[config.mk]
export PLATFORM = sky130hd
export DESIGN_NAME = fupc_flash_ctrl
export DESIGN_NICKNAME = d
export VERILOG_FILES = /design/src/fupc_pkg.sv /design/src/fupc_flash_ctrl.sv /design/src/fupc_opt_latch.sv
export VERILOG_INCLUDE_DIRS = /design/src
export SDC_FILE = /design/constraint.sdc
export NUM_CORES = 1
export LEC_CHECK = 0
export BUFFER_PORTS_ARGS = -buffer_cell sky130_fd_sc_hd__buf_2
export CAP_MARGIN = 20
export CELL_PAD_IN_SITES_DETAIL_PLACEMENT = 1
export CELL_PAD_IN_SITES_GLOBAL_PLACEMENT = 1
export CORE_ASPECT_RATIO = 1.4
export CORE_UTILIZATION = 25
export DETAILED_ROUTE_END_ITERATION = 16
export HOLD_SLACK_MARGIN = 0.12
export PLACE_DENSITY_LB_ADDON = 0.1
export SYNTH_ARGS = -nofsm -noshare
export SYNTH_HDL_FRONTEND = slang
export SYNTH_SLANG_ARGS = --single-unit
[constraint.sdc]
create_clock -name i_sys_clk -period 3.85 [get_ports i_sys_clk]
set_clock_uncertainty 0.2 [all_clocks]
set_input_delay 0.1925 -clock i_sys_clk [delete_from_list [all_inputs] [get_ports i_sys_clk]]
set_output_delay 0.1925 -clock i_sys_clk [all_outputs]
set_load 0.005 [all_outputs]
[src/fupc_consts.svh]
`ifndef FUPC_CONSTS_SVH
`define FUPC_CONSTS_SVH
// register byte offsets on the avalon slave
`define FUPC_OFS_CONTROL   5'h00
`define FUPC_OFS_KEY       5'h04
`define FUPC_OFS_SEC_HIGH  5'h08
`define FUPC_OFS_SEC_LOW   5'h0c
`define FUPC_OFS_STATUS    5'h10
// control register fields
`define FUPC_CTL_START     0
`define FUPC_MODE_ERASE    4'ha
`define FUPC_MODE_LOCK     4'h6
// status register fields
`define FUPC_ST_ERASE      0
`define FUPC_ST_PROG       1
`define FUPC_ST_LOCK       2
`define FUPC_ST_KEY        3
`define FUPC_ST_PROT       4
`define FUPC_ST_RAM2K      5
`define FUPC_ST_REFUSED    6
`define FUPC_ST_START      7
// reset values and key
`define FUPC_RST_BYTE      8'h00
`define FUPC_KEY_VALID     8'ha5
// array geometry
`define FUPC_SECTORS_63K   9'h1f8
`define FUPC_SECTORS_62K   9'h1f0
`define FUPC_BOOT_BASE     16'h0100
// option byte fields
`define FUPC_OPT_VEC_OFF   7
`define FUPC_OPT_PROT_OFF  2
`define FUPC_OPT_WAKE_NRST 0
`define FUPC_OPT_MEM_62K   2'b01
// timing
`define FUPC_CLK_HZ        20000000
`define FUPC_ERASE_MIN_MS  4
`define FUPC_ERASE_STL_MS  10
`define FUPC_PROG_MIN_US   20
`define FUPC_ERASE_MIN_CYC ((`FUPC_ERASE_MIN_MS * `FUPC_CLK_HZ + 999) / 1000)
`define FUPC_ERASE_CYCLES  ((`FUPC_ERASE_STL_MS * `FUPC_CLK_HZ + 999) / 1000)
`define FUPC_PROG_CYCLES   ((`FUPC_PROG_MIN_US * `FUPC_CLK_HZ + 999999) / 1000000)
`endif

[src/fupc_pkg.sv]
package fupc_pkg;
  // sequencer states
  typedef enum logic [1:0] {
    FUPC_IDLE  = 2'b00,
    FUPC_ERASE = 2'b01,
    FUPC_PROG  = 2'b10,
    FUPC_READ  = 2'b11
  } fupc_state_e;

  typedef logic [15:0] fupc_addr_t;

  // first address past a boot area of the given size code
  function automatic fupc_addr_t fupc_area_end(input logic [1:0] sel);
    case (sel)
      2'b00:   fupc_area_end = 16'h0200;
      2'b01:   fupc_area_end = 16'h0300;
      2'b10:   fupc_area_end = 16'h0500;
      default: fupc_area_end = 16'h0900;
    endcase
  endfunction

  // address falls in the guarded boot area
  function automatic logic fupc_in_prot(input fupc_addr_t a, input logic en,
                                        input fupc_addr_t lim);
    fupc_in_prot = en && (a >= 16'h0100) && (a < lim);
  endfunction
endpackage

[src/fupc_flash_ctrl.sv]
`timescale 1ns/1ps
`include "fupc_consts.svh"
module fupc_flash_ctrl #(
  parameter int unsigned ERASE_CYCLES = `FUPC_ERASE_CYCLES,
  parameter int unsigned PROG_CYCLES  = `FUPC_PROG_CYCLES
) (
  // clock and reset
  input  wire logic                i_sys_clk,
  input  wire logic                i_rst_n,
  // avalon-mm register slave
  input  wire logic [4:0]          i_avs_address,
  input  wire logic                i_avs_read,
  input  wire logic                i_avs_write,
  input  wire logic [31:0]         i_avs_writedata,
  input  wire logic [3:0]          i_avs_byteenable,
  output logic [31:0]              o_avs_readdata,
  output logic                     o_avs_waitrequest,
  // cpu program memory load/store port
  input  wire logic                i_pm_read,
  input  wire logic                i_pm_write,
  input  wire logic [15:0]         i_pm_addr,
  input  wire logic [7:0]          i_pm_wdata,
  output logic [7:0]               o_pm_rdata,
  output logic                     o_pm_ack,
  // cpu control
  output logic                     o_cpu_stall,
  input  wire logic                i_tool_mode,
  // flash array macro
  output logic                     o_fl_erase,
  output logic                     o_fl_prog,
  output logic                     o_fl_read,
  output logic [15:0]              o_fl_addr,
  output logic [7:0]               o_fl_wdata,
  input  wire logic [7:0]          i_fl_rdata,
  // boot option bytes
  input  wire logic [7:0]          i_opt_3e,
  input  wire logic [7:0]          i_opt_3f,
  output logic [15:0]              o_reset_vector,
  output logic                     o_ram_2k,
  // stop mode wake
  input  wire logic [7:0]          i_wake_port_a,
  input  wire logic [7:0]          i_wake_port_b,
  input  wire logic                i_stop_mode,
  input  wire logic                i_ext_int_en,
  output logic                     o_stop_release,
  output logic                     o_wake_reset
);
  // ****************************************
  // elaboration checks
  // ****************************************
  // counter is 24 bits wide
  if (ERASE_CYCLES < 1 || ERASE_CYCLES > 32'h00ff_ffff) begin : g_bad_erase
    $error("erase cycle count out of range");
  end
  if (PROG_CYCLES < 1 || PROG_CYCLES > 32'h00ff_ffff) begin : g_bad_prog
    $error("program cycle count out of range");
  end

  // ****************************************
  // declarations
  // ****************************************
  fupc_pkg::fupc_state_e state_q;  // sequencer state
  logic [23:0]           cnt_q;    // busy countdown
  logic [7:0]            ctl_q;    // flash_op_control
  logic [7:0]            key_q;    // user_prog_key
  logic [7:0]            sec_hi_q; // sector_addr_high
  logic [7:0]            sec_lo_q; // sector_addr_low
  logic                  lock_q;   // hard lock, sticky to reset
  logic                  refused_q;// dropped request seen
  logic                  stall_q;  // cpu halt
  logic                  ack_q;    // pm answer pulse
  logic [7:0]            rdata_q;  // pm read data
  logic                  wait_q;   // avalon waitrequest
  logic [31:0]           rd_q;     // avalon read data
  logic [7:0]            pa_q;     // previous wake port a
  logic [7:0]            pb_q;     // previous wake port b
  logic                  rel_q;    // stop release pulse
  logic                  wrst_q;   // wake reset pulse
  logic                  erase_q;  // array erase level
  logic                  prog_q;   // array program level
  logic                  fread_q;  // array read level
  logic [15:0]           faddr_q;  // array address
  logic [7:0]            fwd_q;    // array write data
  // decoded options
  logic [15:0]           opt_vec;
  logic                  opt_prot;
  logic [15:0]           opt_end;
  logic                  opt_ram2k;
  logic                  opt_wrst;
  // decode helpers
  logic                  acc;        // avalon access commits
  logic                  ctl_wr;     // control write commits
  logic                  key_ok;     // key unlocks user mode
  logic [8:0]            sec_limit;  // sectors in array
  logic [15:0]           sec_base;   // erase target base
  logic                  erase_req;  // start written with erase mode
  logic                  erase_go;   // erase launches
  logic                  erase_drop; // erase dropped, refused flag set
  logic                  lock_go;    // hard lock taken
  logic                  pm_take;    // pm request may be taken
  logic                  prog_go;    // byte program starts
  logic                  prog_drop;  // byte program dropped
  logic                  done;       // countdown at end
  logic                  wake_edge;  // any wake pin toggled

  // ****************************************
  // option latch
  // ****************************************
  fupc_opt_latch u_opt (
    .i_sys_clk        (i_sys_clk),
    .i_rst_n          (i_rst_n),
    .i_opt_3e         (i_opt_3e),
    .i_opt_3f         (i_opt_3f),
    .o_reset_vector_q (opt_vec),
    .o_prot_en_q      (opt_prot),
    .o_prot_end_q     (opt_end),
    .o_ram_2k_q       (opt_ram2k),
    .o_wake_rst_q     (opt_wrst)
  );

  // ****************************************
  // request decode
  // ****************************************
  assign acc    = (i_avs_read || i_avs_write) && !wait_q;
  // control register dead in tool mode
  assign ctl_wr = acc && i_avs_write && i_avs_byteenable[0] && !i_tool_mode &&
                  (i_avs_address == `FUPC_OFS_CONTROL);
  assign key_ok = (key_q == `FUPC_KEY_VALID);
  // 62K option shrinks the array
  assign sec_limit = opt_ram2k ? `FUPC_SECTORS_62K : `FUPC_SECTORS_63K;
  // low seven sector bits do not matter
  assign sec_base  = {sec_hi_q, sec_lo_q[7], 7'h00};
  assign erase_req = ctl_wr && i_avs_writedata[`FUPC_CTL_START] &&
                     (i_avs_writedata[7:4] == `FUPC_MODE_ERASE) &&
                     (state_q == fupc_pkg::FUPC_IDLE);
  // bad key: no erase and no refused flag, but the control byte is still written and start stays set
  assign erase_drop = erase_req && key_ok &&
                      (lock_q || ({sec_hi_q, sec_lo_q[7]} >= sec_limit) ||
                       fupc_pkg::fupc_in_prot(sec_base, opt_prot, opt_end));
  assign erase_go   = erase_req && key_ok && !erase_drop;
  assign lock_go    = ctl_wr && i_avs_writedata[`FUPC_CTL_START] && key_ok &&
                      (i_avs_writedata[7:4] == `FUPC_MODE_LOCK) &&
                      (state_q == fupc_pkg::FUPC_IDLE);
  // no retake in the cycle the answer shows
  assign pm_take = (state_q == fupc_pkg::FUPC_IDLE) && !ack_q && !erase_go;
  // tool mode programs without key or guard
  assign prog_drop = pm_take && i_pm_write && !i_tool_mode &&
                     (!key_ok || lock_q ||
                      fupc_pkg::fupc_in_prot(i_pm_addr, opt_prot, opt_end));
  assign prog_go   = pm_take && i_pm_write && !prog_drop &&
                     (i_pm_addr[15:7] < sec_limit);
  assign done      = (cnt_q == 24'h00_0000);
  assign wake_edge = |((i_wake_port_a ^ pa_q) | (i_wake_port_b ^ pb_q));

  // ****************************************
  // avalon handshake
  // ****************************************
  // waitrequest drops for exactly one cycle per access
  always_ff @(posedge i_sys_clk) begin
    if (!i_rst_n) begin
      wait_q <= 1'b1;
    end else begin
      wait_q <= !((i_avs_read || i_avs_write) && wait_q);
    end
  end

  // read data captured as waitrequest falls
  always_ff @(posedge i_sys_clk) begin
    if (!i_rst_n) begin
      rd_q <= 32'h0000_0000;
    end else if (i_avs_read && wait_q) begin
      case (i_avs_address)
        `FUPC_OFS_CONTROL:  rd_q <= {24'h00_0000, ctl_q};
        `FUPC_OFS_KEY:      rd_q <= {24'h00_0000, key_q};
        `FUPC_OFS_SEC_HIGH: rd_q <= {24'h00_0000, sec_hi_q};
        `FUPC_OFS_SEC_LOW:  rd_q <= {24'h00_0000, sec_lo_q};
        `FUPC_OFS_STATUS: begin
          rd_q <= {24'h00_0000, ctl_q[`FUPC_CTL_START], refused_q, opt_ram2k,
                   opt_prot, key_ok, lock_q, state_q == fupc_pkg::FUPC_PROG,
                   state_q == fupc_pkg::FUPC_ERASE};
        end
        // unmapped reads answer zero
        default:            rd_q <= 32'h0000_0000;
      endcase
    end
  end

  // ****************************************
  // software registers
  // ****************************************
  // key and sector address, low byte lane only
  always_ff @(posedge i_sys_clk) begin
    if (!i_rst_n) begin
      key_q    <= `FUPC_RST_BYTE;
      sec_hi_q <= `FUPC_RST_BYTE;
      sec_lo_q <= `FUPC_RST_BYTE;
    end else if (acc && i_avs_write && i_avs_byteenable[0]) begin
      case (i_avs_address)
        `FUPC_OFS_KEY:      key_q    <= i_avs_writedata[7:0];
        `FUPC_OFS_SEC_HIGH: sec_hi_q <= i_avs_writedata[7:0];
        `FUPC_OFS_SEC_LOW:  sec_lo_q <= i_avs_writedata[7:0];
        default: begin
          // other offsets leave these alone
        end
      endcase
    end
  end

  // control register with self-clearing start bit
  always_ff @(posedge i_sys_clk) begin
    if (!i_rst_n) begin
      ctl_q <= `FUPC_RST_BYTE;
    end else if (ctl_wr) begin
      ctl_q <= i_avs_writedata[7:0];
      // lock and dropped erase finish at once
      if (lock_go || erase_drop) begin
        ctl_q[`FUPC_CTL_START] <= 1'b0;
      end
    end else if (state_q == fupc_pkg::FUPC_ERASE && done) begin
      ctl_q[`FUPC_CTL_START] <= 1'b0;
    end
  end

  // hard lock holds until reset
  always_ff @(posedge i_sys_clk) begin
    if (!i_rst_n) begin
      lock_q <= 1'b0;
    end else if (lock_go) begin
      lock_q <= 1'b1;
    end
  end

  // refused flag, write one to clear, set wins
  always_ff @(posedge i_sys_clk) begin
    if (!i_rst_n) begin
      refused_q <= 1'b0;
    end else if (erase_drop || prog_drop) begin
      refused_q <= 1'b1;
    end else if (acc && i_avs_write && i_avs_byteenable[0] &&
                 (i_avs_address == `FUPC_OFS_STATUS) &&
                 i_avs_writedata[`FUPC_ST_REFUSED]) begin
      refused_q <= 1'b0;
    end
  end

  // ****************************************
  // sequencer
  // ****************************************
  // one sector or one byte per operation
  always_ff @(posedge i_sys_clk) begin
    if (!i_rst_n) begin
      state_q <= fupc_pkg::FUPC_IDLE;
      cnt_q   <= 24'h00_0000;
    end else begin
      case (state_q)
        fupc_pkg::FUPC_IDLE: begin
          if (erase_go) begin
            state_q <= fupc_pkg::FUPC_ERASE;
            cnt_q   <= 24'(ERASE_CYCLES - 1);
          end else if (prog_go) begin
            state_q <= fupc_pkg::FUPC_PROG;
            cnt_q   <= 24'(PROG_CYCLES - 1);
          end else if (pm_take && i_pm_read) begin
            state_q <= fupc_pkg::FUPC_READ;
          end
        end
        fupc_pkg::FUPC_ERASE, fupc_pkg::FUPC_PROG: begin
          // busy until the count runs out
          if (done) begin
            state_q <= fupc_pkg::FUPC_IDLE;
          end else begin
            cnt_q <= cnt_q - 24'h00_0001;
          end
        end
        fupc_pkg::FUPC_READ: begin
          state_q <= fupc_pkg::FUPC_IDLE;
        end
        default: begin
          state_q <= fupc_pkg::FUPC_IDLE;
        end
      endcase
    end
  end

  // cpu halt during erase, released by hardware
  always_ff @(posedge i_sys_clk) begin
    if (!i_rst_n) begin
      stall_q <= 1'b0;
    end else if (erase_go) begin
      stall_q <= 1'b1;
    end else if (state_q == fupc_pkg::FUPC_ERASE && done) begin
      stall_q <= 1'b0;
    end
  end

  // pm answer: after program, read, or drop
  always_ff @(posedge i_sys_clk) begin
    if (!i_rst_n) begin
      ack_q   <= 1'b0;
      rdata_q <= 8'h00;
    end else begin
      ack_q <= prog_drop ||
               (pm_take && i_pm_write && !prog_drop && !prog_go) ||
               (state_q == fupc_pkg::FUPC_PROG && done) ||
               (state_q == fupc_pkg::FUPC_READ);
      if (state_q == fupc_pkg::FUPC_READ) begin
        rdata_q <= i_fl_rdata;
      end
    end
  end

  // array strobes, held for the whole operation
  always_ff @(posedge i_sys_clk) begin
    if (!i_rst_n) begin
      erase_q <= 1'b0;
      prog_q  <= 1'b0;
      fread_q <= 1'b0;
      faddr_q <= 16'h0000;
      fwd_q   <= 8'h00;
    end else begin
      erase_q <= erase_go || (state_q == fupc_pkg::FUPC_ERASE && !done);
      prog_q  <= prog_go  || (state_q == fupc_pkg::FUPC_PROG && !done);
      fread_q <= pm_take && i_pm_read && !i_pm_write;
      if (erase_go) begin
        faddr_q <= sec_base;
      end else if (pm_take && (i_pm_write || i_pm_read)) begin
        faddr_q <= i_pm_addr;
        fwd_q   <= i_pm_wdata;
      end
    end
  end

  // ****************************************
  // stop mode wake
  // ****************************************
  // pins tracked in reset too: no false edge at release
  always_ff @(posedge i_sys_clk) begin
    pa_q <= i_wake_port_a;
    pb_q <= i_wake_port_b;
    if (!i_rst_n) begin
      rel_q  <= 1'b0;
      wrst_q <= 1'b0;
    end else begin
      rel_q  <= i_stop_mode && i_ext_int_en && wake_edge;
      wrst_q <= i_stop_mode && i_ext_int_en && wake_edge && opt_wrst;
    end
  end

  // ****************************************
  // outputs
  // ****************************************
  assign o_avs_readdata    = rd_q;
  assign o_avs_waitrequest = wait_q;
  assign o_pm_rdata        = rdata_q;
  assign o_pm_ack          = ack_q;
  assign o_cpu_stall       = stall_q;
  assign o_fl_erase        = erase_q;
  assign o_fl_prog         = prog_q;
  assign o_fl_read         = fread_q;
  assign o_fl_addr         = faddr_q;
  assign o_fl_wdata        = fwd_q;
  assign o_reset_vector    = opt_vec;
  assign o_ram_2k          = opt_ram2k;
  assign o_stop_release    = rel_q;
  assign o_wake_reset      = wrst_q;
endmodule

[src/fupc_opt_latch.sv]
`timescale 1ns/1ps
`include "fupc_consts.svh"
// ****************************************
// boot option latch and decode
// ****************************************
module fupc_opt_latch (
  // clock and reset
  input  wire logic                i_sys_clk,
  input  wire logic                i_rst_n,
  // option bytes from program memory
  input  wire logic [7:0]          i_opt_3e,
  input  wire logic [7:0]          i_opt_3f,
  // decoded settings
  output logic [15:0]              o_reset_vector_q,
  output logic                     o_prot_en_q,
  output logic [15:0]              o_prot_end_q,
  output logic                     o_ram_2k_q,
  output logic                     o_wake_rst_q
);
  // sampled while reset is held, frozen after release
  always_ff @(posedge i_sys_clk) begin
    if (!i_rst_n) begin
      // vector field alone picks the entry point
      if (i_opt_3e[`FUPC_OPT_VEC_OFF]) begin
        o_reset_vector_q <= `FUPC_BOOT_BASE;
      end else begin
        o_reset_vector_q <= fupc_pkg::fupc_area_end(i_opt_3e[6:5]);
      end
      // protection field decoded on its own
      o_prot_en_q  <= ~i_opt_3e[`FUPC_OPT_PROT_OFF];
      o_prot_end_q <= fupc_pkg::fupc_area_end(i_opt_3e[1:0]);
      o_ram_2k_q   <= (i_opt_3f[7:6] == `FUPC_OPT_MEM_62K);
      o_wake_rst_q <= ~i_opt_3f[`FUPC_OPT_WAKE_NRST];
    end
  end
endmodule

==> impl_metrics.yaml, run 1 <==
die:
  initial_core_util: 0.2548
  die_h_um: 189.6
  dieArea_um2: 25800
  std_cell_rows: 68
  core-area_um2: 24670
  die_x_um: 136.0
  ios: 203
cts:
  root_buffer: "clkbuf_16"
  cts-resized-gates: 0
  cts.sinks: 135
  cts_tree: "yes"
  htreeDepth: 4
  postCtsSetupBuffers: 0
  clk_pin_slew_ns: 0.06
  cts_buffers: 17
  worstSkewPairLatency_ns: 0.42
  cts_buffer_depth: 2
  ctsHoldBuffers: 79
sta:
  setup_tns_ns: 0
  rsz0062_at_grt: "no"
  maxSlewHeadroom: 0.4411
  min_period_over_period: 0.8836
  fin_crit_ns: 3.402
  finalMaxSlewViolations: 0
  hold_viol: 0
  max_freq_mhz: 294.0
  report.final.setup_viol: 0
  worst_pin_slew_ns: 0.8307
critical_path:
  worstPathArrival_ns: 3.56
  cp_max_fo: 36
  worstSetupPathType: "reg2reg"
  slowest_stage: "dlygate4sd3_1"
  critPathMostFrequentCell: "and3_1"
  cpPeakStageDelay_ns: 0.58
  cp_cell_sequence: "inv_1 -> ha_1 -> and3b_1 -> and3_1 -> and3_1 -> nand4_1 -> buf_4 -> nand2_1 -> nor4b_1 -> dlygate4sd3_1"
  startpoint_type: "flop"
  crit_path_end_kind: "flop"
  critPathRequiredTime_ns: 4.01
pwr:
  total_power_uw: 5361
  vdd_drop_max_mv: 0.3430
  switching_share: 0.3739
  p_leak_uw: 0.003621
  pwr-share-clk: 0.319
  powerDensity_nw_per_um2: 625.7
  p_seq_frac: 0.327
  internal-power_uw: 3356
  p_comb_frac: 0.355
  power_switching_uw: 2004
synth:
  synth-async-reset-ratio: 0
  synth_top_family_by_area: "simple AND/OR/NAND/NOR gates"
  yosysMostFrequentCell: "dfxtp_1"
  ys_ff_latch: 135
  synth_area_leaders: "dfxtp_1, mux2i_1, a21oi_1"
  synth_common_cells: "dfxtp_1, nor2_1, a21oi_1"
  synth-seq-area-share: 0.4474
  synth_xor_area_frac: 0.02229
  synth_compound_area_frac: 0.1544
  synth_flop_cell: "dfxtp_1"
  yosys.cell_types.count: 56
  synth_area_um2: 6287
  synth.area.mux_share: 0.06846
  synth_top_area_cell: "dfxtp_1"
  synth_enable_flop_cells: 11
  ys_warn_count: 0
  synth_cells: 708
  synthAdderAreaFrac: 0.02587
  synth-simple-area-share: 0.2058
  synth_area_per_cell_um2: 8.880
  yosysTopAreaCellShare: 0.3948
layout:
  multiInputGateArea_um2: 3136
  fill_cells: 2888
  regArea_um2: 2813
  area_delta_synth_final_pct: 36.26
  n_antenna_cell: 0
  layout-drive-gt1-share: 0.2037
  nets: 1042
route:
  via_per_inst: 4.733
  final_antenna_net_count: 0
  num_vias: 5883
  drcViolationCount: 0
  wl_per_cell_um: 17.19
  drtIter0Drc: 196
  drt-pass1-iter-count: 5
  wl_um: 21370
global_routing:
  grt_usage: 0.1694
  antenna_found_initial: 0
  overflow: 0
  grt_max_degree: 69
  grt_pass1_vias: 6244
  grt_first_pass_wirelength_um: 33360
place:
  hpwl_um: 15470
  numPortBuffers: 132
  globalplace.congestion: 0.7956
hold_path:
  worstHoldPathType: "in2reg"
flow_run:
  drv_cap: 0
outcome:
  status: "finished clean"
[metrics by stage]
| step | std cells | setup WS, ns | area [µm²] | hold WS [ns] | util |
|---|---|---|---|---|---|
| floorplan | 743 | 1.435 | 6419 | 0.02022 | - |
| global placement | 1131 | 0.9466 | 7158 | 0.1204 | 0.2901 |
| detailed placement | 1131 | 0.9347 | 7158 | 0.1231 | 0.2901 |
| CTS | 1242 | 0.4259 | 8562 | 0.1868 | 0.3470 |
| global route | 1243 | 0.1080 | 8567 | 0.1846 | 0.3472 |
| finish | 1243 | 0.4483 | 8567 | 0.1166 | 0.3472 |
[worst max-delay path, delay by kind of cell (launching register included)]
| kind | cells | cell delay, ns |
|---|---|---|
| buf+inv | 3 | 1.10 |
| fa+ha+maj | 1 | 0.27 |
| simple gates | 6 | 1.38 |
| flops | 1 | 0.39 |
[power by group through the flow]
stage	Combinational (µW)	Sequential [µW]	Clock (µW)
detailed placement	1840	1780	0
finish	1900	1750	1710
global placement	1790	1770	0
CTS	1920	1750	1760
global route	2120	1780	1800
floorplan	1290	1750	0
[area by class of cell]
cell class              instances  share of cell area
well taps                     315             0.04601
clock buffers                  19             0.05287
multi-input cells             521              0.3660
clock inverters                13             0.01869
flip-flops and latches        135              0.3283
repair buffers                222              0.1802
inverters                      18            0.007887
[sequential cells by signal, summed over array words and instances (netlist names), 2 cells and up]
signal and flops:
key_q 8, o_fl_wdata 8, pb_q 8, cnt_q 24, sec_lo_q 8, u_opt.o_prot_end_q 4, o_pm_rdata 8, pa_q 8
ctl_q 8, o_fl_addr 16, state_q 2, u_opt.o_reset_vector_q 4, o_avs_readdata 8, sec_hi_q 8
[worst paths after layout]
kind	startpoint	endpoint	slack [ns]	cells past startpoint
max	state_q[0]	o_fl_read	0.45	10
max reg2reg	state_q[0]	o_fl_read	0.45	10
min reg2reg	o_fl_wdata[7]	o_fl_wdata[7]	0.25	2
min	i_avs_address[3]	refused_q	0.12	5
[cells by family after synthesis]
| group | count (synthesis) |
|---|---|
| buffers and inverters | 87 |
| multiplexers | 43 |
| flip-flops | 135 |
| other | 1 |
| adder cells (fa/ha/maj) | 13 |
| AO/OA/AOI/OAI | 158 |
| AND/OR/NAND/NOR | 255 |
| XOR/XNOR | 16 |
[placed cells by master, fill, tap and decap left out, types with 18 or more instances in the layout]
cell type and count:
buf_2 133, dfxtp_1 124, dlygate4sd3_1 79, nor2_1 77
a21oi_1 71, nand2_1 58, mux2i_1 43, conb_1 36
o21ai_1 19, nand3_1 18
[routing by layer]
metal  global-route usage  routed length, µm  share of wire  vias to the layer above
li1                     -                  -              -                     2859
met1               0.1750               8253           0.39                     2870
met2               0.3323              12050           0.56                      132
met3              0.02665                678          0.032                       22
met4              0.06368                389          0.018                        0
met5                    0                  0              0                        -
Power figures use the tool's default switching activity.
==> inputs of run 2 (changes only) <==
Settings changed: PLACE_DENSITY set to 0.6, PLACE_DENSITY_LB_ADDON 0.1 to unset.
==> run 2 against run 1 <==
Effect of this change: final area is 0.35% lower; worst setup slack worse by 0.063 ns; routed wire length fell by 4.8%; critical endpoint is now state_q[0]; hold slack improved by 0.061 ns; sequential power is essentially flat; die area stayed put; non-clock buffer count fell by 2; total power decreased by 1.9%; global-route usage is 0.65 points lower; utilization down 0.12 points.
==> impl_metrics.yaml, run 2 (same netlist as run 1, synthesis figures left out) <==
die:
  ios: 203
  initial_core_util: 0.2548
  core-area_um2: 24670
  dieArea_um2: 25800
  die_x_um: 136.0
  std_cell_rows: 68
  die_h_um: 189.6
cts:
  cts.sinks: 135
  postCtsSetupBuffers: 0
  cts_tree: "yes"
  worstSkewPairLatency_ns: 0.43
  htreeDepth: 4
  cts_buffer_depth: 2
  root_buffer: "clkbuf_16"
  cts_buffers: 17
  clk_pin_slew_ns: 0.06
sta:
  fin_crit_ns: 3.465
  hold_viol: 0
  whs_ns: 0.1776
  finalMaxSlewViolations: 0
  rsz0062_at_grt: "no"
  maxSlewHeadroom: 0.4821
  setup_tns_ns: 0
  min_period_over_period: 0.9000
  max_freq_mhz: 288.6
  worst_pin_slew_ns: 0.7768
  report.final.setup_viol: 0
outcome:
  status: "finished clean"
pwr:
  p_leak_uw: 0.003614
  total_power_uw: 5257
  p_seq_frac: 0.332
  power_switching_uw: 1889
  internal-power_uw: 3368
  p_comb_frac: 0.353
  vdd_drop_max_mv: 0.3780
  switching_share: 0.3593
  pwr-share-clk: 0.316
  powerDensity_nw_per_um2: 615.8
critical_path:
  rr_startpoint: "sec_hi_q[2]"
  critPathMostFrequentCell: "dlygate4sd3_1"
  worstPathArrival_ns: 3.62
  cp_cell_sequence: "dlygate4sd3_1 -> buf_2 -> or3_1 -> nor3_1 -> and3_1 -> nand4_1 -> buf_4 -> nand4b_1 -> nand3_1 -> mux2i_1 -> dlygate4sd3_1"
  cpPeakStageDelay_ns: 0.57
  path_delay_family: "simple AND/OR/NAND/NOR gates"
  worstSetupPathType: "in2reg"
  slowest_stage: "dlygate4sd3_1"
  crit_path_end_kind: "flop"
  critPathRequiredTime_ns: 4.01
  startpoint_type: "primary input"
  cp.buffers_inverters: 4
  reg2reg_slack_ns: 0.41
  critPathLaunch: "i_avs_address[1]"
  cp_max_fo: 34
global_routing:
  overflow: 0
  grt_pass1_vias: 6078
  grt_first_pass_wirelength_um: 31970
  grt_max_degree: 87
  antenna_found_initial: 0
  grt_usage: 0.1628
layout:
  n_antenna_cell: 0
  final_area_um2: 8537
  top_register: "cnt_q"
  area_delta_synth_final_pct: 35.78
  final_cell_mix: "buf_2, dfxtp_1, dlygate4sd3_1"
  layout-drive-gt1-share: 0.2011
  final_common_cell: "buf_2"
  largest_register_ffs: 24
  utilization: 0.3460
  nets: 1040
route:
  dr_wl_met3_um: 574
  wl_um: 20340
  drcViolationCount: 0
  drt-pass1-iter-count: 4
  final_antenna_net_count: 0
  wl_per_cell_um: 16.40
  top_layer_used: "met4"
  drtIter0Drc: 174
  via_per_inst: 4.706
  dr_wl_met2_um: 11440
  m1WireLength_um: 7654
  num_vias: 5836
flow_run:
  drv_cap: 0
place:
  globalplace.congestion: 0.7502
  hpwl_um: 14260
  numPortBuffers: 132
  place_area_um2: 7159
hold_path:
  hp-start: "i_tool_mode"
  worstHoldPathType: "in2reg"
## run 2: cell types whose count changed in the layout (fill, tap and decap cells not counted), sizes merged
| cell | before | now |
|---|---|---|
| buf | 143 | 142 |
| clkinvlp | 3 | 1 |
| bufinv | 2 | 3 |
| dlygate4sd3 | 79 | 78 |
| inv | 25 | 18 |
| clkinv | 1 | 8 |
## run 2: worst min-delay path, delay by kind of cell
| family | cells | cell delay (ns) |
|---|---|---|
| AO/OA/AOI/OAI | 1 | 0.06 |
| AND/OR/NAND/NOR | 3 | 0.35 |
| buffers and inverters | 1 | 0.15 |
## run 2: area by class of cell
type	count	area, µm²
multi-input combinational	521	3136
fill	2968	16140
tap	315	394.1
inverter	18	68.82
clock inverter	12	153.9
clock buffer	19	442.9
sequential	135	2813
timing repair buffer	220	1529
## run 2: final timing paths
| path | to | cells after the start |
|---|---|---|
| setup / recovery | state_q[0] | 11 |
| hold / removal | lock_q | 5 |
| setup reg to reg | o_fl_read | 10 |
| hold reg to reg | o_fl_wdata[6] | 2 |
## run 2: metal layers
metal / vias to the layer above / track usage
li1: 2859 / -
met1: 2814 / 0.1653
met2: 122 / 0.3091
met3: 41 / 0.02904
met4: 0 / 0.08590
met5: - / 0
## run 2: metrics by stage
stage	cells	setup slack, ns
after detailed placement	1131	0.6536
final	1240	0.3850
after CTS	1240	0.3875
after global placement	1131	0.6862
after floorplan	743	1.435
after global routing	1240	0.1799
## run 2: power groups by stage
| stage | logic [µW] | clock network, µW | registers, µW |
|---|---|---|---|
| 5_1_grt | 2080 | 1770 | 1770 |
| 4_1_cts | 1870 | 1710 | 1740 |
| 6_report | 1850 | 1660 | 1740 |
| 3_3_place_gp | 1770 | 0 | 1770 |
| 2_1_floorplan | 1290 | 0 | 1750 |
| 3_5_place_dp | 1800 | 0 | 1770 |
## run 2: what timing repair did
item	in CTS	in global routing
hold endpoints to repair	104	0
resized for setup	0	0
hold buffers	78	0
